`config.mk`:
```
export PLATFORM = sky130hd
export DESIGN_NAME = sfo_core
export DESIGN_NICKNAME = d
export VERILOG_FILES = /design/src/logic/sfo_pkg.sv /design/src/logic/sfo_fifo.sv /design/src/logic/sfo_core.sv
export SDC_FILE = /design/constraint.sdc
export NUM_CORES = 1
export LEC_CHECK = 0
export ABC_AREA = 1
export BUFFER_PORTS_ARGS = -buffer_cell sky130_fd_sc_hd__buf_4
export CORE_MARGIN = 2
export CORE_UTILIZATION = 39
export DETAILED_ROUTE_END_ITERATION = 8
export SYNTH_ARGS = -nofsm -noshare
export SYNTH_HDL_FRONTEND = slang
export SYNTH_HIERARCHICAL = 1
export SYNTH_SLANG_ARGS = --single-unit
```
`constraint.sdc`:
```
create_clock -name mclk_i -period 9.4 [get_ports mclk_i]
set_clock_uncertainty 0.2 [all_clocks]
set_input_delay 1.41 -clock mclk_i [delete_from_list [all_inputs] [get_ports mclk_i]]
set_output_delay 1.41 -clock mclk_i [all_outputs]
set_load 0.01 [all_outputs]
```
`src/logic/sfo_pkg.sv`:
```
/*
  Shared constants and types for the framed serial port core: control and
  status bit positions, timing counts, the core state and the pin bundles.
  Assumes a single 20 MHz core clock; every slower rate is derived from it.
*/
package sfo_pkg;

  // Character width and transmit buffer depth.
  localparam int CHAR_BITS = 16;
  localparam int CNT_W = 5;
  localparam int FIFO_DEPTH = 8;
  localparam logic [CHAR_BITS-1:0] ZERO_WORD = 16'h0000;

  // Timing: core clock and the serial clock made when the core is clock master.
  localparam int CLK_PERIOD_NS = 50;
  localparam int SCK_PERIOD_NS = 400;
  localparam int SCK_HALF_RAW = SCK_PERIOD_NS / (2 * CLK_PERIOD_NS);
  localparam int SCK_HALF_CYC = (SCK_HALF_RAW < 1) ? 1 : SCK_HALF_RAW;
  localparam int DIV_W = 4;
  localparam logic [DIV_W-1:0] DIV_LAST = DIV_W'(SCK_HALF_CYC - 1);

  // Control register bit positions.
  localparam int CTL_FRAME_EN = 31;
  localparam int CTL_FRAME_DIR = 30;
  localparam int CTL_FRAME_POL = 29;
  localparam int CTL_FRAME_PW = 27;
  localparam int CTL_FRAME_CNT_HI = 26;
  localparam int CTL_FRAME_CNT_LO = 24;
  localparam int CTL_ENH_BUF = 16;
  localparam int CTL_ON = 15;
  localparam int CTL_SDO_DIS = 12;
  localparam int CTL_CLK_PHASE = 8;
  localparam int CTL_SS_EN = 7;
  localparam int CTL_CLK_POL = 6;
  localparam int CTL_CLK_MASTER = 5;

  // Status register bit positions.
  localparam int STS_RX_FULL = 0;
  localparam int STS_TX_EMPTY = 3;
  localparam int STS_RX_OVF = 6;

  // Index of each synchronised pin.
  localparam int PIN_SCK = 0;
  localparam int PIN_FRM = 1;
  localparam int PIN_SDI = 2;
  localparam int NUM_PINS = 3;

  typedef enum logic [1:0] {
    SFO_IDLE = 2'b00,
    SFO_FSYNC = 2'b01,
    SFO_SHIFT = 2'b10
  } sfo_state_e;

  typedef struct packed {
    logic sck;
    logic frame;
    logic sdi;
  } sfo_pin_in_t;

  typedef struct packed {
    logic sck;
    logic sck_oe;
    logic frame;
    logic frame_oe;
    logic sdo;
    logic sdo_oe;
  } sfo_pin_out_t;

  typedef struct packed {
    logic [NUM_PINS-1:0][2:0] sync;
    logic [NUM_PINS-1:0] lvl;
    sfo_state_e st;
    logic [DIV_W-1:0] div;
    logic sck;
    logic [CNT_W-1:0] samp_cnt;
    logic [CNT_W-1:0] pulse_left;
    logic [2:0] chars_left;
    logic [CHAR_BITS-1:0] tx_sr;
    logic [CHAR_BITS-1:0] rx_sr;
    logic [CHAR_BITS-1:0] rx_buf;
    logic rx_full;
    logic ovf;
    logic irq;
    logic armed;
    sfo_pin_out_t pins;
  } sfo_core_t;

endpackage : sfo_pkg

```
`src/logic/sfo_fifo.sv`:
```
/*
  Transmit word FIFO with valid and ready on both sides.
  Assumes the reader pops only while out_valid_o is high; a write while
  in_ready_o is low is ignored.
*/
`timescale 1ns/1ps
module sfo_fifo #(
  parameter int WIDTH = 16,
  parameter int DEPTH = 8
) (
  input wire logic clk_i, // Core clock.
  input wire logic rst_n_i, // Synchronised reset, active low.
  input wire logic limit_one_i, // High: behave as a single-word buffer.
  input wire logic in_valid_i, // Write request.
  input wire logic [WIDTH-1:0] in_data_i, // Write data.
  output logic in_ready_o, // Room for a word.
  output logic out_valid_o, // A word is available.
  output logic [WIDTH-1:0] out_data_o, // Oldest word.
  input wire logic out_ready_i // Pop the oldest word.
);

  localparam int AW = (DEPTH > 1) ? $clog2(DEPTH) : 1;

  typedef struct packed {
    logic [AW-1:0] wr;
    logic [AW-1:0] rd;
    logic [AW:0] count;
    logic in_ready;
    logic out_valid;
  } sfo_fifo_t;

  sfo_fifo_t cur_ff;
  sfo_fifo_t nxt_state;
  logic [WIDTH-1:0] mem [DEPTH];
  logic push;
  logic pop;

  assign push = in_valid_i && cur_ff.in_ready;
  assign pop = out_ready_i && cur_ff.out_valid;
  assign in_ready_o = cur_ff.in_ready;
  assign out_valid_o = cur_ff.out_valid;
  assign out_data_o = mem[cur_ff.rd];

  always_comb begin
    nxt_state = cur_ff;
    if (push) begin
      nxt_state.wr = (cur_ff.wr == AW'(DEPTH - 1)) ? '0 : cur_ff.wr + 1'b1;
    end
    if (pop) begin
      nxt_state.rd = (cur_ff.rd == AW'(DEPTH - 1)) ? '0 : cur_ff.rd + 1'b1;
    end
    nxt_state.count = cur_ff.count + (AW+1)'(push) - (AW+1)'(pop);
    // Ready is registered so that the writer sees a flop, not a comparator.
    nxt_state.in_ready = limit_one_i ? (nxt_state.count == '0)
                                     : (nxt_state.count != (AW+1)'(DEPTH));
    nxt_state.out_valid = (nxt_state.count != '0);
  end

  always_ff @(posedge clk_i or negedge rst_n_i) begin
    if (!rst_n_i) begin
      cur_ff <= '0;
    end else begin
      cur_ff <= nxt_state;
    end
  end

  always_ff @(posedge clk_i) begin
    if (push) begin
      mem[cur_ff.wr] <= in_data_i;
    end
  end

endmodule : sfo_fifo

```
`src/logic/sfo_core.sv`:
```
/*
  Framed serial port core: transmit FIFO, shifter, receive buffer with
  overflow handling, receive-only output disable and frame sync generation
  or detection, with the serial clock made here or taken from the pin.
  Assumes control bits are held stable while the port is on, and that the
  pin inputs are asynchronous to mclk_i and slower than a quarter of it.
*/
// Notes on behaviour
// - New word finishing while receive buffer unread sets overflow flag, status bit 6.
// - On overflow the new word is dropped; the unread older word stays.
// - Overflow blocks further reception; only software clears it.
// - Output-disable bit 12 releases the serial data output pin in every mode.
// - Frame enable bit 31 makes select pin a frame pulse; select-enable ignored.
// - Frame direction bit 30: zero drives the pulse, one receives it.
// - Frame polarity bit 29 sets the active level, driven and sampled.
// - Pulse width bit 27 stretches the frame pulse to one character.
// - Frame count field 26:24 sets characters per frame pulse.
// - Framing works with clock master and clock slave, all four combinations.
// - Buffer select bit 16 still picks single-word or eight-word buffering.
// - Framed clock master drives a free-running serial clock.
// - Framed mode: clock polarity bit 6 applies, clock phase bit 8 ignored.
// - XOR zero: outputs change on rising edges, input sampled on falling.
// - XOR one: outputs change on falling edges, input sampled on rising.
// - Frame master starts a pulse on data write, loads shifter when pulse ends.
// - Frame slave loads shifter and starts when an active pulse is sampled.
// - A received pulse always starts a transfer; zeros go out without data.
// - Frame master asserts pulse on next transmit edge, data on the edge that ends the pulse.
// - Frame slave samples pulse on sample edge, transmits next edge, flags done.
`timescale 1ns/1ps
module sfo_core (
  input wire logic mclk_i, // Core clock, 20 MHz.
  input wire logic reset_n_i, // Asynchronous reset, active low.
  input wire logic [31:0] control_register_i, // Control bits.
  input wire logic tx_write_i, // Write a word to the transmit buffer.
  input wire logic [sfo_pkg::CHAR_BITS-1:0] tx_data_i, // Word to transmit.
  output logic tx_ready_o, // Transmit buffer can take a word.
  input wire logic rx_read_i, // Software has read the receive buffer.
  output logic [sfo_pkg::CHAR_BITS-1:0] rx_data_o, // Receive buffer.
  input wire logic ovf_clear_i, // Clear the overflow flag.
  input wire logic irq_clear_i, // Clear the transfer flag.
  output logic transfer_irq_flag_o, // Sticky character-done flag.
  output logic [31:0] status_register_o, // Status bits.
  input wire sfo_pkg::sfo_pin_in_t pins_i, // Pin input levels.
  output sfo_pkg::sfo_pin_out_t pins_o // Pin drive levels and enables.
);

  // Drive level for an active or idle frame pulse, and test of a sensed level.
  function automatic logic sfo_frame_level(input logic act, input logic pol);
    sfo_frame_level = ~(act ^ pol);
  endfunction : sfo_frame_level

  logic [1:0] rst_sync_ff;
  logic rst_n;
  sfo_pkg::sfo_core_t cur_ff;
  sfo_pkg::sfo_core_t nxt_state;
  logic fifo_in_ready;
  logic fifo_valid;
  logic [sfo_pkg::CHAR_BITS-1:0] fifo_data;
  logic pop;

  always_ff @(posedge mclk_i or negedge reset_n_i) begin
    if (!reset_n_i) begin
      rst_sync_ff <= 2'h0;
    end else begin
      rst_sync_ff <= {rst_sync_ff[0], 1'b1};
    end
  end
  assign rst_n = rst_sync_ff[1];

  sfo_fifo #(
    .WIDTH(sfo_pkg::CHAR_BITS),
    .DEPTH(sfo_pkg::FIFO_DEPTH)
  ) u_tx_fifo (
    .clk_i(mclk_i),
    .rst_n_i(rst_n),
    .limit_one_i(~control_register_i[sfo_pkg::CTL_ENH_BUF]),
    .in_valid_i(tx_write_i),
    .in_data_i(tx_data_i),
    .in_ready_o(fifo_in_ready),
    .out_valid_o(fifo_valid),
    .out_data_o(fifo_data),
    .out_ready_i(pop)
  );

  assign tx_ready_o = fifo_in_ready;
  assign rx_data_o = cur_ff.rx_buf;
  assign transfer_irq_flag_o = cur_ff.irq;
  assign pins_o = cur_ff.pins;

  always_comb begin
    status_register_o = 32'h0000_0000;
    status_register_o[sfo_pkg::STS_RX_FULL] = cur_ff.rx_full;
    status_register_o[sfo_pkg::STS_TX_EMPTY] = ~fifo_valid;
    status_register_o[sfo_pkg::STS_RX_OVF] = cur_ff.ovf;
  end

  always_comb begin
    logic on;
    logic framed;
    logic fmaster;
    logic fslave;
    logic master;
    logic pol;
    logic out_on_fall;
    logic run;
    logic tick;
    logic rise;
    logic fall;
    logic rise_s;
    logic fall_s;
    logic tx_edge;
    logic smp_edge;
    logic frame_seen;
    logic load;
    logic new_frame;
    logic [sfo_pkg::CHAR_BITS-1:0] word;
    logic [2:0] pin_vec;
    logic [2:0] frame_cnt;

    nxt_state = cur_ff;
    pop = 1'b0;
    load = 1'b0;
    new_frame = 1'b0;
    word = sfo_pkg::ZERO_WORD;
    on = control_register_i[sfo_pkg::CTL_ON];
    // The select-enable bit is never looked at while framing.
    framed = control_register_i[sfo_pkg::CTL_FRAME_EN];
    fmaster = framed && !control_register_i[sfo_pkg::CTL_FRAME_DIR];
    fslave = framed && control_register_i[sfo_pkg::CTL_FRAME_DIR];
    master = control_register_i[sfo_pkg::CTL_CLK_MASTER];
    pol = control_register_i[sfo_pkg::CTL_FRAME_POL];
    frame_cnt = control_register_i[sfo_pkg::CTL_FRAME_CNT_HI:sfo_pkg::CTL_FRAME_CNT_LO];
    // Phase only matters outside framing.
    out_on_fall = control_register_i[sfo_pkg::CTL_CLK_POL] ^
                  (control_register_i[sfo_pkg::CTL_CLK_PHASE] && !framed);

    // Three-stage synchronisers; a level counts once stages two and three agree.
    pin_vec = '0;
    pin_vec[sfo_pkg::PIN_SCK] = pins_i.sck;
    pin_vec[sfo_pkg::PIN_FRM] = pins_i.frame;
    pin_vec[sfo_pkg::PIN_SDI] = pins_i.sdi;
    for (int i = 0; i < sfo_pkg::NUM_PINS; i++) begin
      nxt_state.sync[i] = {cur_ff.sync[i][1:0], pin_vec[i]};
      if (cur_ff.sync[i][1] == cur_ff.sync[i][2]) begin
        nxt_state.lvl[i] = cur_ff.sync[i][2];
      end
    end

    // Own serial clock: free-running while framed, else only around a transfer.
    run = on && master && (framed || cur_ff.st != sfo_pkg::SFO_IDLE || fifo_valid);
    tick = run && (cur_ff.div == sfo_pkg::DIV_LAST);
    if (!run) begin
      nxt_state.div = '0;
      nxt_state.sck = control_register_i[sfo_pkg::CTL_CLK_POL];
    end else if (tick) begin
      nxt_state.div = '0;
      nxt_state.sck = ~cur_ff.sck;
    end else begin
      nxt_state.div = cur_ff.div + 1'b1;
    end

    // As clock slave the partner's clock is assumed to run on its own.
    if (master) begin
      rise = tick && !cur_ff.sck;
      fall = tick && cur_ff.sck;
      // Returning data needs the pin delay plus the synchroniser, so the sample
      // waits one cycle past our own edge; at this clock ratio that is all the margin.
      rise_s = run && (cur_ff.div == '0) && cur_ff.sck;
      fall_s = run && (cur_ff.div == '0) && !cur_ff.sck;
    end else begin
      rise = nxt_state.lvl[sfo_pkg::PIN_SCK] && !cur_ff.lvl[sfo_pkg::PIN_SCK];
      fall = !nxt_state.lvl[sfo_pkg::PIN_SCK] && cur_ff.lvl[sfo_pkg::PIN_SCK];
      rise_s = rise;
      fall_s = fall;
    end
    tx_edge = on && (out_on_fall ? fall : rise);
    smp_edge = on && (out_on_fall ? rise_s : fall_s);
    frame_seen = fslave && smp_edge &&
                 sfo_frame_level(nxt_state.lvl[sfo_pkg::PIN_FRM], pol);

    // Software clears come first so that a hardware set in the same cycle wins.
    if (rx_read_i) begin
      nxt_state.rx_full = 1'b0;
    end
    if (ovf_clear_i) begin
      nxt_state.ovf = 1'b0;
    end
    if (irq_clear_i) begin
      nxt_state.irq = 1'b0;
    end
    if (frame_seen) begin
      nxt_state.armed = 1'b1;
    end

    // Outside a pulse the frame pin rests at the inactive level of the polarity.
    if (cur_ff.st != sfo_pkg::SFO_FSYNC) begin
      nxt_state.pins.frame = sfo_frame_level(1'b0, pol);
    end

    case (cur_ff.st)
      sfo_pkg::SFO_IDLE: begin
        if (tx_edge && fslave && cur_ff.armed) begin
          new_frame = 1'b1;
        end else if (tx_edge && fmaster && fifo_valid) begin
          nxt_state.pins.frame = sfo_frame_level(1'b1, pol);
          nxt_state.pulse_left = control_register_i[sfo_pkg::CTL_FRAME_PW] ?
                                 sfo_pkg::CNT_W'(sfo_pkg::CHAR_BITS - 1) : '0;
          nxt_state.chars_left = frame_cnt;
          nxt_state.st = sfo_pkg::SFO_FSYNC;
        end else if (tx_edge && !framed && fifo_valid) begin
          load = 1'b1;
          nxt_state.chars_left = 3'h0;
        end
      end
      sfo_pkg::SFO_FSYNC: begin
        if (tx_edge) begin
          if (cur_ff.pulse_left == '0) begin
            nxt_state.pins.frame = sfo_frame_level(1'b0, pol);
            load = 1'b1;
          end else begin
            nxt_state.pulse_left = cur_ff.pulse_left - 1'b1;
          end
        end
      end
      sfo_pkg::SFO_SHIFT: begin
        if (smp_edge && cur_ff.samp_cnt != sfo_pkg::CNT_W'(sfo_pkg::CHAR_BITS)) begin
          nxt_state.rx_sr = {cur_ff.rx_sr[sfo_pkg::CHAR_BITS-2:0],
                             nxt_state.lvl[sfo_pkg::PIN_SDI]};
          nxt_state.samp_cnt = cur_ff.samp_cnt + 1'b1;
          if (cur_ff.samp_cnt == sfo_pkg::CNT_W'(sfo_pkg::CHAR_BITS - 1)) begin
            nxt_state.irq = 1'b1;
            // An unread word or a pending overflow keeps the buffer untouched.
            if (cur_ff.ovf) begin
              nxt_state.ovf = 1'b1;
            end else if (nxt_state.rx_full) begin
              nxt_state.ovf = 1'b1;
            end else begin
              nxt_state.rx_buf = {cur_ff.rx_sr[sfo_pkg::CHAR_BITS-2:0],
                                  nxt_state.lvl[sfo_pkg::PIN_SDI]};
              nxt_state.rx_full = 1'b1;
            end
          end
        end
        if (tx_edge) begin
          if (cur_ff.samp_cnt == sfo_pkg::CNT_W'(sfo_pkg::CHAR_BITS)) begin
            if (fslave && (cur_ff.armed || frame_seen)) begin
              new_frame = 1'b1;
            end else if (cur_ff.chars_left != 3'h0) begin
              nxt_state.chars_left = cur_ff.chars_left - 1'b1;
              load = 1'b1;
            end else begin
              nxt_state.st = sfo_pkg::SFO_IDLE;
            end
          end else begin
            nxt_state.pins.sdo = cur_ff.tx_sr[sfo_pkg::CHAR_BITS-1];
            nxt_state.tx_sr = {cur_ff.tx_sr[sfo_pkg::CHAR_BITS-2:0], 1'b0};
          end
        end
      end
      default: begin
        nxt_state.st = sfo_pkg::SFO_IDLE;
      end
    endcase

    if (new_frame) begin
      nxt_state.armed = 1'b0;
      nxt_state.chars_left = frame_cnt;
      load = 1'b1;
    end
    // An empty buffer at load time sends a zero word.
    if (load) begin
      pop = fifo_valid;
      word = fifo_valid ? fifo_data : sfo_pkg::ZERO_WORD;
      nxt_state.pins.sdo = word[sfo_pkg::CHAR_BITS-1];
      nxt_state.tx_sr = {word[sfo_pkg::CHAR_BITS-2:0], 1'b0};
      nxt_state.samp_cnt = '0;
      nxt_state.st = sfo_pkg::SFO_SHIFT;
    end

    nxt_state.pins.sck = cur_ff.sck;
    nxt_state.pins.sck_oe = on && master;
    nxt_state.pins.frame_oe = on && fmaster;
    nxt_state.pins.sdo_oe = on && !control_register_i[sfo_pkg::CTL_SDO_DIS];

    // Turning the port off aborts any transfer; sticky flags stay for software.
    if (!on) begin
      nxt_state.st = sfo_pkg::SFO_IDLE;
      nxt_state.armed = 1'b0;
      nxt_state.samp_cnt = '0;
      nxt_state.pins.frame = sfo_frame_level(1'b0, pol);
      pop = 1'b0;
    end
  end

  always_ff @(posedge mclk_i or negedge rst_n) begin
    if (!rst_n) begin
      cur_ff <= '0;
    end else begin
      cur_ff <= nxt_state;
    end
  end

endmodule : sfo_core

```
**Word level (Yosys, flattened, before mapping)**

Memory sizes are Yosys's and may differ from the RTL's.
Cells that the tools add are included.

- Add/subtract/negate cells: 8
- Equality and inequality tests: 35
- Mux-type cells: 89
- Bitwise gates (word level): 8
- Reductions and logical operators: 56

Operators by type and width:

| cell | number |
|---|---|
| $mux W51 | 1 |
| $mux W16 | 3 |
| $mux W1 | 47 |
| $mux W5 | 8 |
| $mux W19 | 2 |
| $mux W35 | 1 |
| $mux W17 | 2 |
| $ne A4 B4 Y1 const B | 8 |
| $logic_and A1 B1 Y1 | 29 |
| $mux W3 | 8 |
| $ne A3 B3 Y1 const B | 6 |
| $mux W2 | 8 |
| $reduce_and A7 Y1 | 2 |
| $pmux W5 S2 | 1 |
| $reduce_and A5 Y1 | 2 |
| $ne A3 B1 Y1 const B | 3 |
| $logic_not A4 Y1 | 2 |
| $mux W4 | 2 |
| $mux W8 | 1 |
| $ne A2 B2 Y1 const B | 4 |
| $reduce_bool A2 Y1 | 4 |
| $add A3 B1 Y3 const B | 2 |
| $eq A3 B3 Y1 const B | 2 |
| $logic_not A1 Y1 | 6 |
| other kinds (27) | 42 |

- Bits in registers: 104
- RAM bits: 128
- Input port bits: 57
- Output and inout port bits: 56
- Word-level logic and storage cells: 226
- Memories kept: 1

Memory list:

| name | words | width | read ports | clocked after memory_dff | write ports | line | source |
|---|---|---|---|---|---|---|---|
| u_tx_fifo.mem | 8 | 16 | 1 | 0 | 1 | sfo_fifo.sv:34 | `logic [WIDTH-1:0] mem [DEPTH];` |

**Logic depth before layout (Yosys ltp)**

Gate-level depths: netlist of the first run.

- Depth after elaboration: 24
- Depth in mapped cells: 30
- Gate-level depth less buffers: 30

**Cells and area by module**

Netlist of the first run, hierarchy kept.

By module, submodules not included:

| module | times used | cells each | area each (um^2) |
|---|---|---|---|
| sfo_fifo | 1 | 639 | 6158.4 |
| sfo_core | 1 | 570 | 4867.2 |

**Worst setup path before layout of the first run**

No wires, ideal clock.

- Kind: in2reg
- From: in control_register_i[31]
- To: reg u_tx_fifo.cur_ff (netlist bit u_tx_fifo/in_ready_o)
- Data arrival time: 4.226 ns
- Required time: 9.135 ns
- Path slack: 4.909 ns
- Stages: 29
- Path buffers: 0
- Cells stage by stage: inv_1 > nand3_1 > nand2_2 > nor2_4 > nand2_2 > nand3b_1 > nand2_2 > nor2_4 > inv_2 > nor2_4 > nand3_1 > nand2_2 > nand2_4 > nand2_8 > nand2_1 > clkinv_1 > nand2_1 > inv_1 > ha_1 > inv_1 > ha_1 > inv_1 > fa_1 > inv_1 > nand2_1 > nand2_1 > nor2_1 > or2_2 > nand2_1

RTL lines:

| item | line | source |
|---|---|---|
| from (decl) | sfo_core.sv:33 | `input wire logic [31:0] control_register_i,` |
| to (signal assigned) | sfo_fifo.sv:63 | `cur_ff <= nxt_state;` |
| to (decl) | sfo_fifo.sv:32 | `sfo_fifo_t cur_ff;` |

==> results of run 1 <==
-- registers in the layout, summed over array words and instances (netlist names) --
signal / count
u_tx_fifo/mem: 128
u_tx_fifo/out_valid_o: 1
cur_ff: 63
u_tx_fifo/cur_ff: 10
status_register_o: 2
rst_sync_ff: 2
pins_o: 6
transfer_irq_flag_o: 1
rx_data_o: 16
u_tx_fifo/in_ready_o: 1
-- path summary, 6_finish.rpt --
path | cells past startpoint | start | slack, ns | end
max | 27 | control_register_i[31] | 4.28 | u_tx_fifo/in_ready_o
min | 0 | cur_ff[87] | 0.15 | cur_ff[88]
max reg2reg | 26 | cur_ff[76] | 4.57 | u_tx_fifo/in_ready_o
min reg2reg | 0 | cur_ff[87] | 0.15 | cur_ff[88]
max in group asynchronous | 1 | rst_sync_ff[1] | 7.70 | u_tx_fifo/cur_ff[6]
min in group asynchronous | 0 | rst_sync_ff[1] | 0.18 | rx_data_o[12]
-- Yosys cell counts (2+ instances only) --
| master | count |
|---|---|
| sky130_fd_sc_hd__nand2_2 | 6 |
| sky130_fd_sc_hd__nand3_1 | 32 |
| sky130_fd_sc_hd__dfrtp_1 | 102 |
| sky130_fd_sc_hd__ha_1 | 20 |
| sky130_fd_sc_hd__or2_2 | 4 |
| sky130_fd_sc_hd__clkinv_1 | 2 |
| sky130_fd_sc_hd__nor2_1 | 185 |
| sky130_fd_sc_hd__o21ai_1 | 2 |
| sky130_fd_sc_hd__clkbuf_1 | 14 |
| sky130_fd_sc_hd__o211ai_1 | 3 |
| sky130_fd_sc_hd__nor2_4 | 4 |
| sky130_fd_sc_hd__a22oi_1 | 4 |
| sky130_fd_sc_hd__inv_1 | 150 |
| sky130_fd_sc_hd__nand2_1 | 360 |
| sky130_fd_sc_hd__o21a_1 | 2 |
| sky130_fd_sc_hd__mux2_2 | 9 |
| sky130_fd_sc_hd__nand3_2 | 20 |
| sky130_fd_sc_hd__inv_2 | 3 |
| sky130_fd_sc_hd__buf_2 | 14 |
| sky130_fd_sc_hd__nor3_1 | 4 |
| sky130_fd_sc_hd__conb_1 | 2 |
| sky130_fd_sc_hd__a21oi_1 | 10 |
| sky130_fd_sc_hd__xor2_1 | 5 |
| sky130_fd_sc_hd__buf_1 | 4 |
| sky130_fd_sc_hd__nand4_1 | 19 |
| sky130_fd_sc_hd__edfxtp_1 | 128 |
| sky130_fd_sc_hd__buf_4 | 60 |
| sky130_fd_sc_hd__o21ai_0 | 26 |
-- metal layers --
layer,vias to the layer above,wire length (µm),GRT usage [%]
li1,3785,-,-
met1,3398,9710,19.40
met2,128,9714,24.04
met3,33,780,2.380
met4,0,483,3.982
met5,-,0,0
-- cell families after synthesis --
kind of cell             share of synthesized area, %
adder cells (fa/ha/maj)                         2.451
other                                         0.06811
flip-flops                                      58.01
XOR/XNOR                                       0.4766
buffers and inverters                           10.80
AND/OR/NAND/NOR                                 24.58
multiplexers                                   0.9192
AO/OA/AOI/OAI                                   2.690
-- critical path, stage by stage --
cell                       delay, ns
sky130_fd_sc_hd__buf_4          0.12
sky130_fd_sc_hd__inv_1          0.13
sky130_fd_sc_hd__nand3_1        0.11
sky130_fd_sc_hd__nand3_1        0.10
sky130_fd_sc_hd__nor2_1         0.04
sky130_fd_sc_hd__nor2_1         0.12
sky130_fd_sc_hd__nand4_1        0.09
sky130_fd_sc_hd__nand2_1        0.09
sky130_fd_sc_hd__nand2_1        0.08
sky130_fd_sc_hd__o21ai_0        0.16
sky130_fd_sc_hd__nand2_1        0.58
sky130_fd_sc_hd__nand2_8        0.45
sky130_fd_sc_hd__nand2_1        0.09
sky130_fd_sc_hd__clkinv_1       0.09
sky130_fd_sc_hd__nand2_1        0.07
sky130_fd_sc_hd__inv_1          0.16
sky130_fd_sc_hd__ha_1           0.26
sky130_fd_sc_hd__inv_1          0.06
sky130_fd_sc_hd__ha_1           0.15
sky130_fd_sc_hd__inv_1          0.06
sky130_fd_sc_hd__fa_1           0.41
sky130_fd_sc_hd__inv_1          0.07
sky130_fd_sc_hd__nand2_1        0.04
sky130_fd_sc_hd__nand2_1        0.06
sky130_fd_sc_hd__nor2_1         0.05
sky130_fd_sc_hd__or2_2          0.26
sky130_fd_sc_hd__nand2_1        0.07
-- power groups by stage --
stage               registers (mW)  logic, mW  clock network, mW
finish                        1.32      0.827              0.956
global route                  1.34      0.967               1.03
CTS                           1.32      0.837              0.982
detailed placement            1.34      0.833                  0
global placement              1.34      0.818                  0
floorplan                     1.28      0.686                  0
-- cell type report --
type / instances / area (µm²) / share of cell area (%)
multi-input cells: 758 / 3543 / 28.58
repair buffers: 78 / 585.6 / 4.723
clock inverters: 14 / 146.4 / 1.181
clock buffers: 31 / 658.1 / 5.308
flip-flops and latches: 230 / 6404 / 51.65
well taps: 378 / 473.0 / 3.815
inverters: 156 / 588.1 / 4.743
-- stage by stage --
stage	hold WS, ns	std cells
5_1_grt	0.1613	1645
6_report	0.1513	1645
4_1_cts	0.1550	1645
2_1_floorplan	0.1312	1237
3_3_place_gp	0.1357	1600
3_5_place_dp	0.1403	1600
==> metrics.txt, run 1 <==
syn_area_per_cell 9.120 µm²; DRT antenna net count 0; combinational cell fraction of total power 26.7%; Total Routed Length 20690 µm; transition time at the pin with the least slew margin 0.9520 ns; post-cts gate resize count 0; number of search-and-repair iterations in the first detailed-routing pass 5; Post-CTS Setup Bufs 0; ratio of cells with drive above 1 in the final layout 13.26%; commonest cells after routing, fill and taps aside sky130_fd_sc_hd__nand2_1, sky130_fd_sc_hd__nor2_1, sky130_fd_sc_hd__inv_1; Hold WC Path Type flop to flop; # port buffers 64; Die Outline Area 0.02963 mm²; global-route wire length before repair 33780 µm; Synth Warn # 6; cell area reported after detailed placement 0.01159 mm²; flops & latches, synth 230; Iteration-0 DRC Markers 388; Sw Ratio 33.32%; cell taking the most area after synthesis sky130_fd_sc_hd__edfxtp_1; peak supply drop 0.1531 mV; Max Clk Rate 0.1953 GHz; number of cell rows 61; endpoint required time on the critical path 9.65 ns; run status complete, no violations; max-slew violation total from the final report 0; Final period util 54.48%; clock sink count 230; aggregate global-route resource usage 14.37%; Max Buffers Root-to-Sink 3; Post-Layout Inst Area 0.01240 mm²; width of the chip 172.1 µm; DRC violations left 0; endpoints failing setup 0; Max Cap Viol 0; cell area after synthesis 0.01103 mm²; leak pwr 5.868 nW; final core utilization 44.63%; Inserted Diodes 0; routability congestion estimate 0.7611; Worst-path clk slew 0.06 ns; number of antenna violations at the first check in global routing 0; critical path endpoint category flop; top fanout value on the critical path 22; wire length per cell after detailed routing 12.58 µm; clock tree from TritonCTS yes; startpoint type of the worst setup path primary input; async set or reset register ratio after synthesis 44.35%; type of the worst setup path primary input to flop; Cells after Synth 1209; Starting Density 39.69%; number of synthesized flops with an enable pin 128; worst rel slew slack 36.38%; cts bufs inserted 25; Post-synth top flop sky130_fd_sc_hd__edfxtp_1; sequential group share of total power 42.5%; cts-stage hold buffer count 0; ratio of routed vias to standard cells 4.464; area share of the largest cell type after synthesis 34.86%; Distinct cells, synth 43; count of endpoints failing hold in the final timing report 0; die span in y 172.1 µm; number of vias after detailed routing 7344; post-layout net count 1327; unrepaired setup endpoints after global routing no; Final min period 5.121 ns; fill cell count 2704; most frequent standard cell in the layout excluding fill and tap cells sky130_fd_sc_hd__nand2_1; areal power density over the cells 250.1 mW/mm²; synthesis-to-finish area growth 12.45%; clock network fraction of total power 30.8%; # IOs 113; global route total overflow 0; Post-DP HPWL 12770 µm; number of global-route vias before repair 6666; total power draw 3.101 mW; internal power 2.068 mW; arrival time at the worst endpoint 5.37 ns; clk_lat worst skew 0.52 ns; count of H-tree levels built during CTS 1; sw power 1.033 mW; main area contributors after synthesis sky130_fd_sc_hd__edfxtp_1, sky130_fd_sc_hd__dfrtp_1, sky130_fd_sc_hd__nand2_1; sequential-to-total area share from yosys stat 58.01%; worst slack, placed 3.779 ns; core area 0.02778 mm²; maximum number of pins on one net before global-route repair 73; final worst slack 4.279 ns; final total negative setup slack 0 ns; CTS Root Buffer Type sky130_fd_sc_hd__clkbuf_16
(Power assumes the default switching activity.)
==> inputs of run 2 (changes only) <==
clock period = 5.3 ns   (was 9.4 ns; I/O delays follow)
==> metrics.txt, run 2 (synthesized netlist as in run 1, its figures left out) <==
count of non-filler cells in the finished layout 1649 (+0.24%); ratio of routed vias to standard cells 4.477 (+0.27%); Max Cap Viol 0 (unchanged); launch point of the worst path cur_ff[76]; Max Clk Rate 0.2313 GHz; clock tree from TritonCTS yes; largest stage delay on the critical path 0.41 ns (-0.17 ns); number of cells on the worst reg-to-reg path 30 (+15%); clock sink count 230 (unchanged); Critical-path top delay cell sky130_fd_sc_hd__fa_1; cts bufs inserted 26 (+4.0%); number of search-and-repair iterations in the first detailed-routing pass 4 (-1); commonest cells after routing, fill and taps aside sky130_fd_sc_hd__nand2_1, sky130_fd_sc_hd__nor2_1, sky130_fd_sc_hd__inv_1; top fanout value on the critical path 19 (-14%); type of the worst setup path flop to flop; Sw Ratio 33.35% (about the same); transition time at the pin with the least slew margin 0.8568 ns (-0.09521 ns); startpoint type of the worst setup path flop; die span in y 172.1 µm (unchanged); most frequent standard cell in the layout excluding fill and tap cells sky130_fd_sc_hd__nand2_1; ratio of cells with drive above 1 in the final layout 13.22% (-0.042 points); fill cell count 2731 (+1.0%); largest register by flop count u_tx_fifo/mem; clock network fraction of total power 30.8% (about the same); area used by multi-input combinational logic 0.003543 mm² (unchanged); global-route wire length before repair 34870 µm (+3.2%); peak supply drop 0.2506 mV (+64%); Die Outline Area 0.02963 mm² (unchanged); arrival time at the worst endpoint 4.58 ns (-0.79 ns); combinational cell fraction of total power 26.8% (about the same); number of antenna violations at the first check in global routing 0 (unchanged); core area 0.02778 mm² (unchanged); # IOs 113 (unchanged); Final min period 4.323 ns; CTS Root Buffer Type sky130_fd_sc_hd__clkbuf_16; worst reg2reg path endpoint u_tx_fifo/in_ready_o; synthesis-to-finish area growth 12.82%; endpoint required time on the critical path 5.56 ns (-4.09 ns); Iteration-0 DRC Markers 446 (+15%); aggregate global-route resource usage 14.67% (+0.30 points); register-to-register setup slack 0.98 ns (-3.59 ns); Post-DP HPWL 12950 µm (+1.4%); capturing instance or port of the critical path u_tx_fifo/in_ready_o; global route total overflow 0 (unchanged); Worst-path clk slew 0.06 ns (about the same); endpoints failing setup 0 (unchanged); final total negative setup slack 0 ns (unchanged); critical path endpoint category flop; maximum number of pins on one net before global-route repair 87 (+19%); flip-flop count of the largest register after layout 128 (unchanged); clk_lat worst skew 0.53 ns (about the same); Max Buffers Root-to-Sink 3 (unchanged); Inserted Diodes 0 (unchanged); areal power density over the cells 442.4 mW/mm² (+77%); post-layout net count 1331 (+0.30%); run status complete, no violations; Hold WC Path Type flop to async pin; sequential group share of total power 42.3% (-0.2 points); Starting Density 39.69% (unchanged); internal power 3.668 mW (+77%); number of global-route vias before repair 7038 (+5.6%); DRT antenna net count 0 (unchanged); footprint of the flip-flops and latches 0.006405 mm² (about the same); unrepaired setup endpoints after global routing no; number of vias after detailed routing 7382 (+0.52%); leak pwr 5.874 nW (about the same); Crit Reg-Reg Startpoint cur_ff[76]; number of cell rows 61 (unchanged); routability congestion estimate 0.7722 (+1.5%); worst rel slew slack 42.88% (+6.5 points); max-slew violation total from the final report 0 (unchanged); Total Routed Length 20880 µm (+0.94%); # port buffers 64 (unchanged); wire length per cell after detailed routing 12.66 µm (+0.70%); number of placed instances with taps included 1602 (+0.13%); DRC violations left 0 (unchanged); sw power 1.835 mW (+78%); count of endpoints failing hold in the final timing report 0 (unchanged); count of H-tree levels built during CTS 1 (unchanged); Final period util 81.56%; width of the chip 172.1 µm (unchanged)
==> run 2: power groups by stage <==
| stage | clock network [mW] | registers [mW] | logic (mW) |
|---|---|---|---|
| after floorplan | 0 | 2.26 | 1.22 |
| after global placement | 0 | 2.36 | 1.47 |
| after detailed placement | 0 | 2.37 | 1.49 |
| after CTS | 1.75 | 2.34 | 1.50 |
| after global routing | 1.82 | 2.37 | 1.75 |
| final | 1.70 | 2.33 | 1.48 |
==> run 2: area by class of cell <==
class | count | area share [%]
Clock buffer | 39 | 6.025
Sequential cell | 230 | 51.49
Timing Repair Buffer | 81 | 4.908
Tap cell | 378 | 3.802
Inverter | 156 | 4.727
Clock inverter | 7 | 0.5633
Multi-Input combinational cell | 758 | 28.49
==> run 2: metrics by stage <==
step / instance area, µm² / setup WS [ns] / power, mW / utilization [%] / hold WS (ns)
CTS: 12440 / 0.9462 / 5.585 / 44.78 / 0.1550
floorplan: 11130 / 1.424 / 3.480 / - / 0.1312
global placement: 11610 / 0.8231 / 3.827 / 41.79 / 0.1373
detailed placement: 11610 / 0.7713 / 3.861 / 41.79 / 0.1396
global route: 12440 / 0.5365 / 5.936 / 44.78 / 0.1622
finish: 12440 / 0.9774 / 5.503 / 44.78 / 0.1291
==> run 2: layer usage <==
metal / vias up / global-route usage, % / share of wire [%]
met1: 3434 / 19.30 / 47
met2: 124 / 25.39 / 47
met5: - / 0 / 0
met3: 29 / 2.655 / 4.4
met4: 0 / 3.142 / 1.6
li1: 3795 / - / -
==> run 2: repair_timing <==
| item | CTS | global route |
|---|---|---|
| hold buffers | 1 | 0 |
| resized for setup | 0 | 0 |
| buffers inserted | 0 | 0 |
| hold endpoints to repair | 2 | 0 |
==> run 2: worst min path at each step <==
stage | end | start
after detailed placement | rst_sync_ff[1] | rst_sync_ff[0]
after global placement | rst_sync_ff[1] | rst_sync_ff[0]
after CTS | u_tx_fifo/cur_ff[9] | rst_sync_ff[1]
after floorplan | cur_ff[82] | cur_ff[81]
final | u_tx_fifo/cur_ff[9] | rst_sync_ff[1]
after global routing | cur_ff[87] | pins_i[0]
==> run 2: worst max-delay path, delay by kind of cell, from the launching register on <==
family                     cells  cell delay [ns]
DFF                            1             0.39
adders and majority gates      4             1.10
and+or+nand+nor               19             1.98
buffers and inverters          7             0.58
==> inputs of run 3 (changes only) <==
clock period = 3.5 ns   (was 5.3 ns; I/O delays follow)
==> metrics.txt, run 3 (synthesized netlist as in run 1, its figures left out) <==
largest stage delay on the critical path 0.37 ns (-0.04 ns); areal power density over the cells 668.5 mW/mm² (+51%); number of search-and-repair iterations in the first detailed-routing pass 5 (+1); ratio of cells with drive above 1 in the final layout 18.03% (+4.8 points); fill cell count 2646 (-3.1%); max-slew violation total from the final report 0 (unchanged); Max Buffers Root-to-Sink 3 (unchanged); Total Routed Length 22040 µm (+5.5%); final total negative setup slack 0 ns (unchanged); transition time at the pin with the least slew margin 0.6812 ns (-0.1756 ns); Inserted Diodes 0 (unchanged); global route total overflow 0 (unchanged); total power draw 8.787 mW (+60%); core area 0.02778 mm² (unchanged); count of endpoints failing hold in the final timing report 0 (unchanged); number of vias after detailed routing 7589 (+2.8%); wire length per cell after detailed routing 12.89 µm (+1.8%); # IOs 113 (unchanged); width of the chip 172.1 µm (unchanged); area used by multi-input combinational logic 0.003667 mm² (+3.5%); Max Clk Rate 0.2893 GHz (+25%); clk_lat worst skew 0.54 ns (about the same); Final period util 98.76% (+17 points); post-layout net count 1389 (+4.4%); endpoints failing setup 0 (unchanged); Starting Density 39.69% (unchanged); DRT antenna net count 0 (unchanged); number of placed instances with taps included 1631 (+1.8%); peak supply drop 0.4103 mV (+64%); routability congestion estimate 0.8029 (+4.0%); aggregate global-route resource usage 15.24% (+0.57 points); type of the worst setup path flop to flop; number of antenna violations at the first check in global routing 0 (unchanged); leak pwr 6.188 nW (+5.4%); worst rel slew slack 54.53% (+12 points); Hold WC Path Type primary input to flop; count of H-tree levels built during CTS 1 (unchanged); run status complete, no violations; final worst slack 0.04352 ns (-0.9338 ns); Post-DP HPWL 13580 µm (+4.9%); cts bufs inserted 26 (unchanged); number of global-route vias before repair 7198 (+2.3%); largest register by flop count u_tx_fifo/mem; ratio of routed vias to standard cells 4.441 (-0.81%); commonest cells after routing, fill and taps aside sky130_fd_sc_hd__nand2_1, sky130_fd_sc_hd__nor2_1, sky130_fd_sc_hd__inv_1; Critical-path top delay cell sky130_fd_sc_hd__fa_2; endpoint required time on the critical path 3.77 ns (-1.79 ns); most frequent standard cell in the layout excluding fill and tap cells sky130_fd_sc_hd__nand2_1; critical path endpoint category flop; number of cell rows 61 (unchanged); cell repeated most along the worst path sky130_fd_sc_hd__nand2_2; CTS Root Buffer Type sky130_fd_sc_hd__clkbuf_16; Max Cap Viol 0 (unchanged); global-route wire length before repair 35870 µm (+2.9%); footprint of the flip-flops and latches 0.006404 mm² (about the same); arrival time at the worst endpoint 3.72 ns (-0.86 ns); top fanout value on the critical path 3 (-16); DRC violations left 0 (unchanged); unrepaired setup endpoints after global routing yes; flip-flop count of the largest register after layout 128 (unchanged); Die Outline Area 0.02963 mm² (unchanged); Worst-path clk slew 0.06 ns (about the same); count of non-filler cells in the finished layout 1709 (+3.6%); startpoint type of the worst setup path flop; Iteration-0 DRC Markers 364 (-18%); die span in y 172.1 µm (unchanged); maximum number of pins on one net before global-route repair 80 (-8.0%); clock tree from TritonCTS yes; synthesis-to-finish area growth 19.21%; Post-Layout Inst Area 0.01314 mm² (+5.7%); worst slack, placed -0.1582 ns (-0.9296 ns); Final min period 3.456 ns (-0.8662 ns); clock sink count 230 (unchanged); # port buffers 64 (unchanged); cell area reported after detailed placement 0.01192 mm² (+2.6%)
-- run 3: cell count changes in the layout (fill, tap and decap cells not counted), moves of 4 or more --
cell                            before  now
sky130_fd_sc_hd__inv_2               3    9
sky130_fd_sc_hd__ha_1               20   16
sky130_fd_sc_hd__dlygate4sd3_1       1   20
sky130_fd_sc_hd__nand2_1           360  352
sky130_fd_sc_hd__nor2_2              0    4
sky130_fd_sc_hd__clkbuf_8            5    1
sky130_fd_sc_hd__nand2_2             6   11
sky130_fd_sc_hd__nor2_1            185  180
sky130_fd_sc_hd__clkinv_2            1    5
sky130_fd_sc_hd__buf_4              80  117
sky130_fd_sc_hd__inv_1             150  143
-- run 3: stage by stage --
step | utilization [%] | hold WS [ns]
floorplan | - | 0.02941
global placement | 42.89 | 0.1089
detailed placement | 42.89 | 0.1101
CTS | 46.89 | 0.0007555
global route | 47.31 | 0.01270
finish | 47.31 | 0.02595
-- run 3: final cells by class --
cell class | count | share of cell area (%)
inverters | 156 | 4.512
repair buffers | 139 | 8.510
multi-input cells | 758 | 27.90
flip-flops and latches | 230 | 48.72
clock inverters | 15 | 1.533
well taps | 378 | 3.598
clock buffers | 33 | 5.226
-- run 3: critical path: cells and delay by family (launching register included) --
| family | cells | cell delay [ns] |
|---|---|---|
| DFF | 1 | 0.36 |
| and+or+nand+nor | 19 | 1.58 |
| buffers and inverters | 7 | 0.41 |
| adders and majority gates | 4 | 0.85 |
-- run 3: routing by layer --
layer	vias up	GRT usage (%)	share of wire (%)
met5	-	0	0
met4	0	3.800	2.2
met3	36	2.426	4.2
met2	139	27.36	49
met1	3503	19.20	44
li1	3911	-	-
-- run 3: path summary, 6_finish.rpt --
| path | startpoint | cells past startpoint | to | slack [ns] |
|---|---|---|---|---|
| worst min-delay path | tx_data_i[10] | 1 | u_tx_fifo/mem[5][10] | 0.03 |
| min in group asynchronous | reset_n_i | 2 | rst_sync_ff[1] | 0.11 |
| worst max-delay path | cur_ff[76] | 30 | u_tx_fifo/in_ready_o | 0.04 |
| worst max register to register | cur_ff[76] | 30 | u_tx_fifo/in_ready_o | 0.04 |
| max in group asynchronous | rst_sync_ff[1] | 1 | cur_ff[79] | 2.22 |
| worst min register to register | rst_sync_ff[1] | 0 | u_tx_fifo/cur_ff[9] | 0.15 |
-- run 3: timing repair --
action,4_1_cts,5_1_grt
setup endpoints to repair,1,2
endpoints found under the hold margin,102,0
buffers inserted,2,8
hold buffers,20,0
pin swaps,5,20
resized for setup,3,20
-- run 3: power breakdown --
group / switching, mW / internal (mW) / leakage [nW]
clock network: 1.07 / 1.69 / 0.427
registers: 0.259 / 3.24 / 2.47
logic: 1.61 / 0.921 / 3.29
total: 2.94 / 5.85 / 6.19
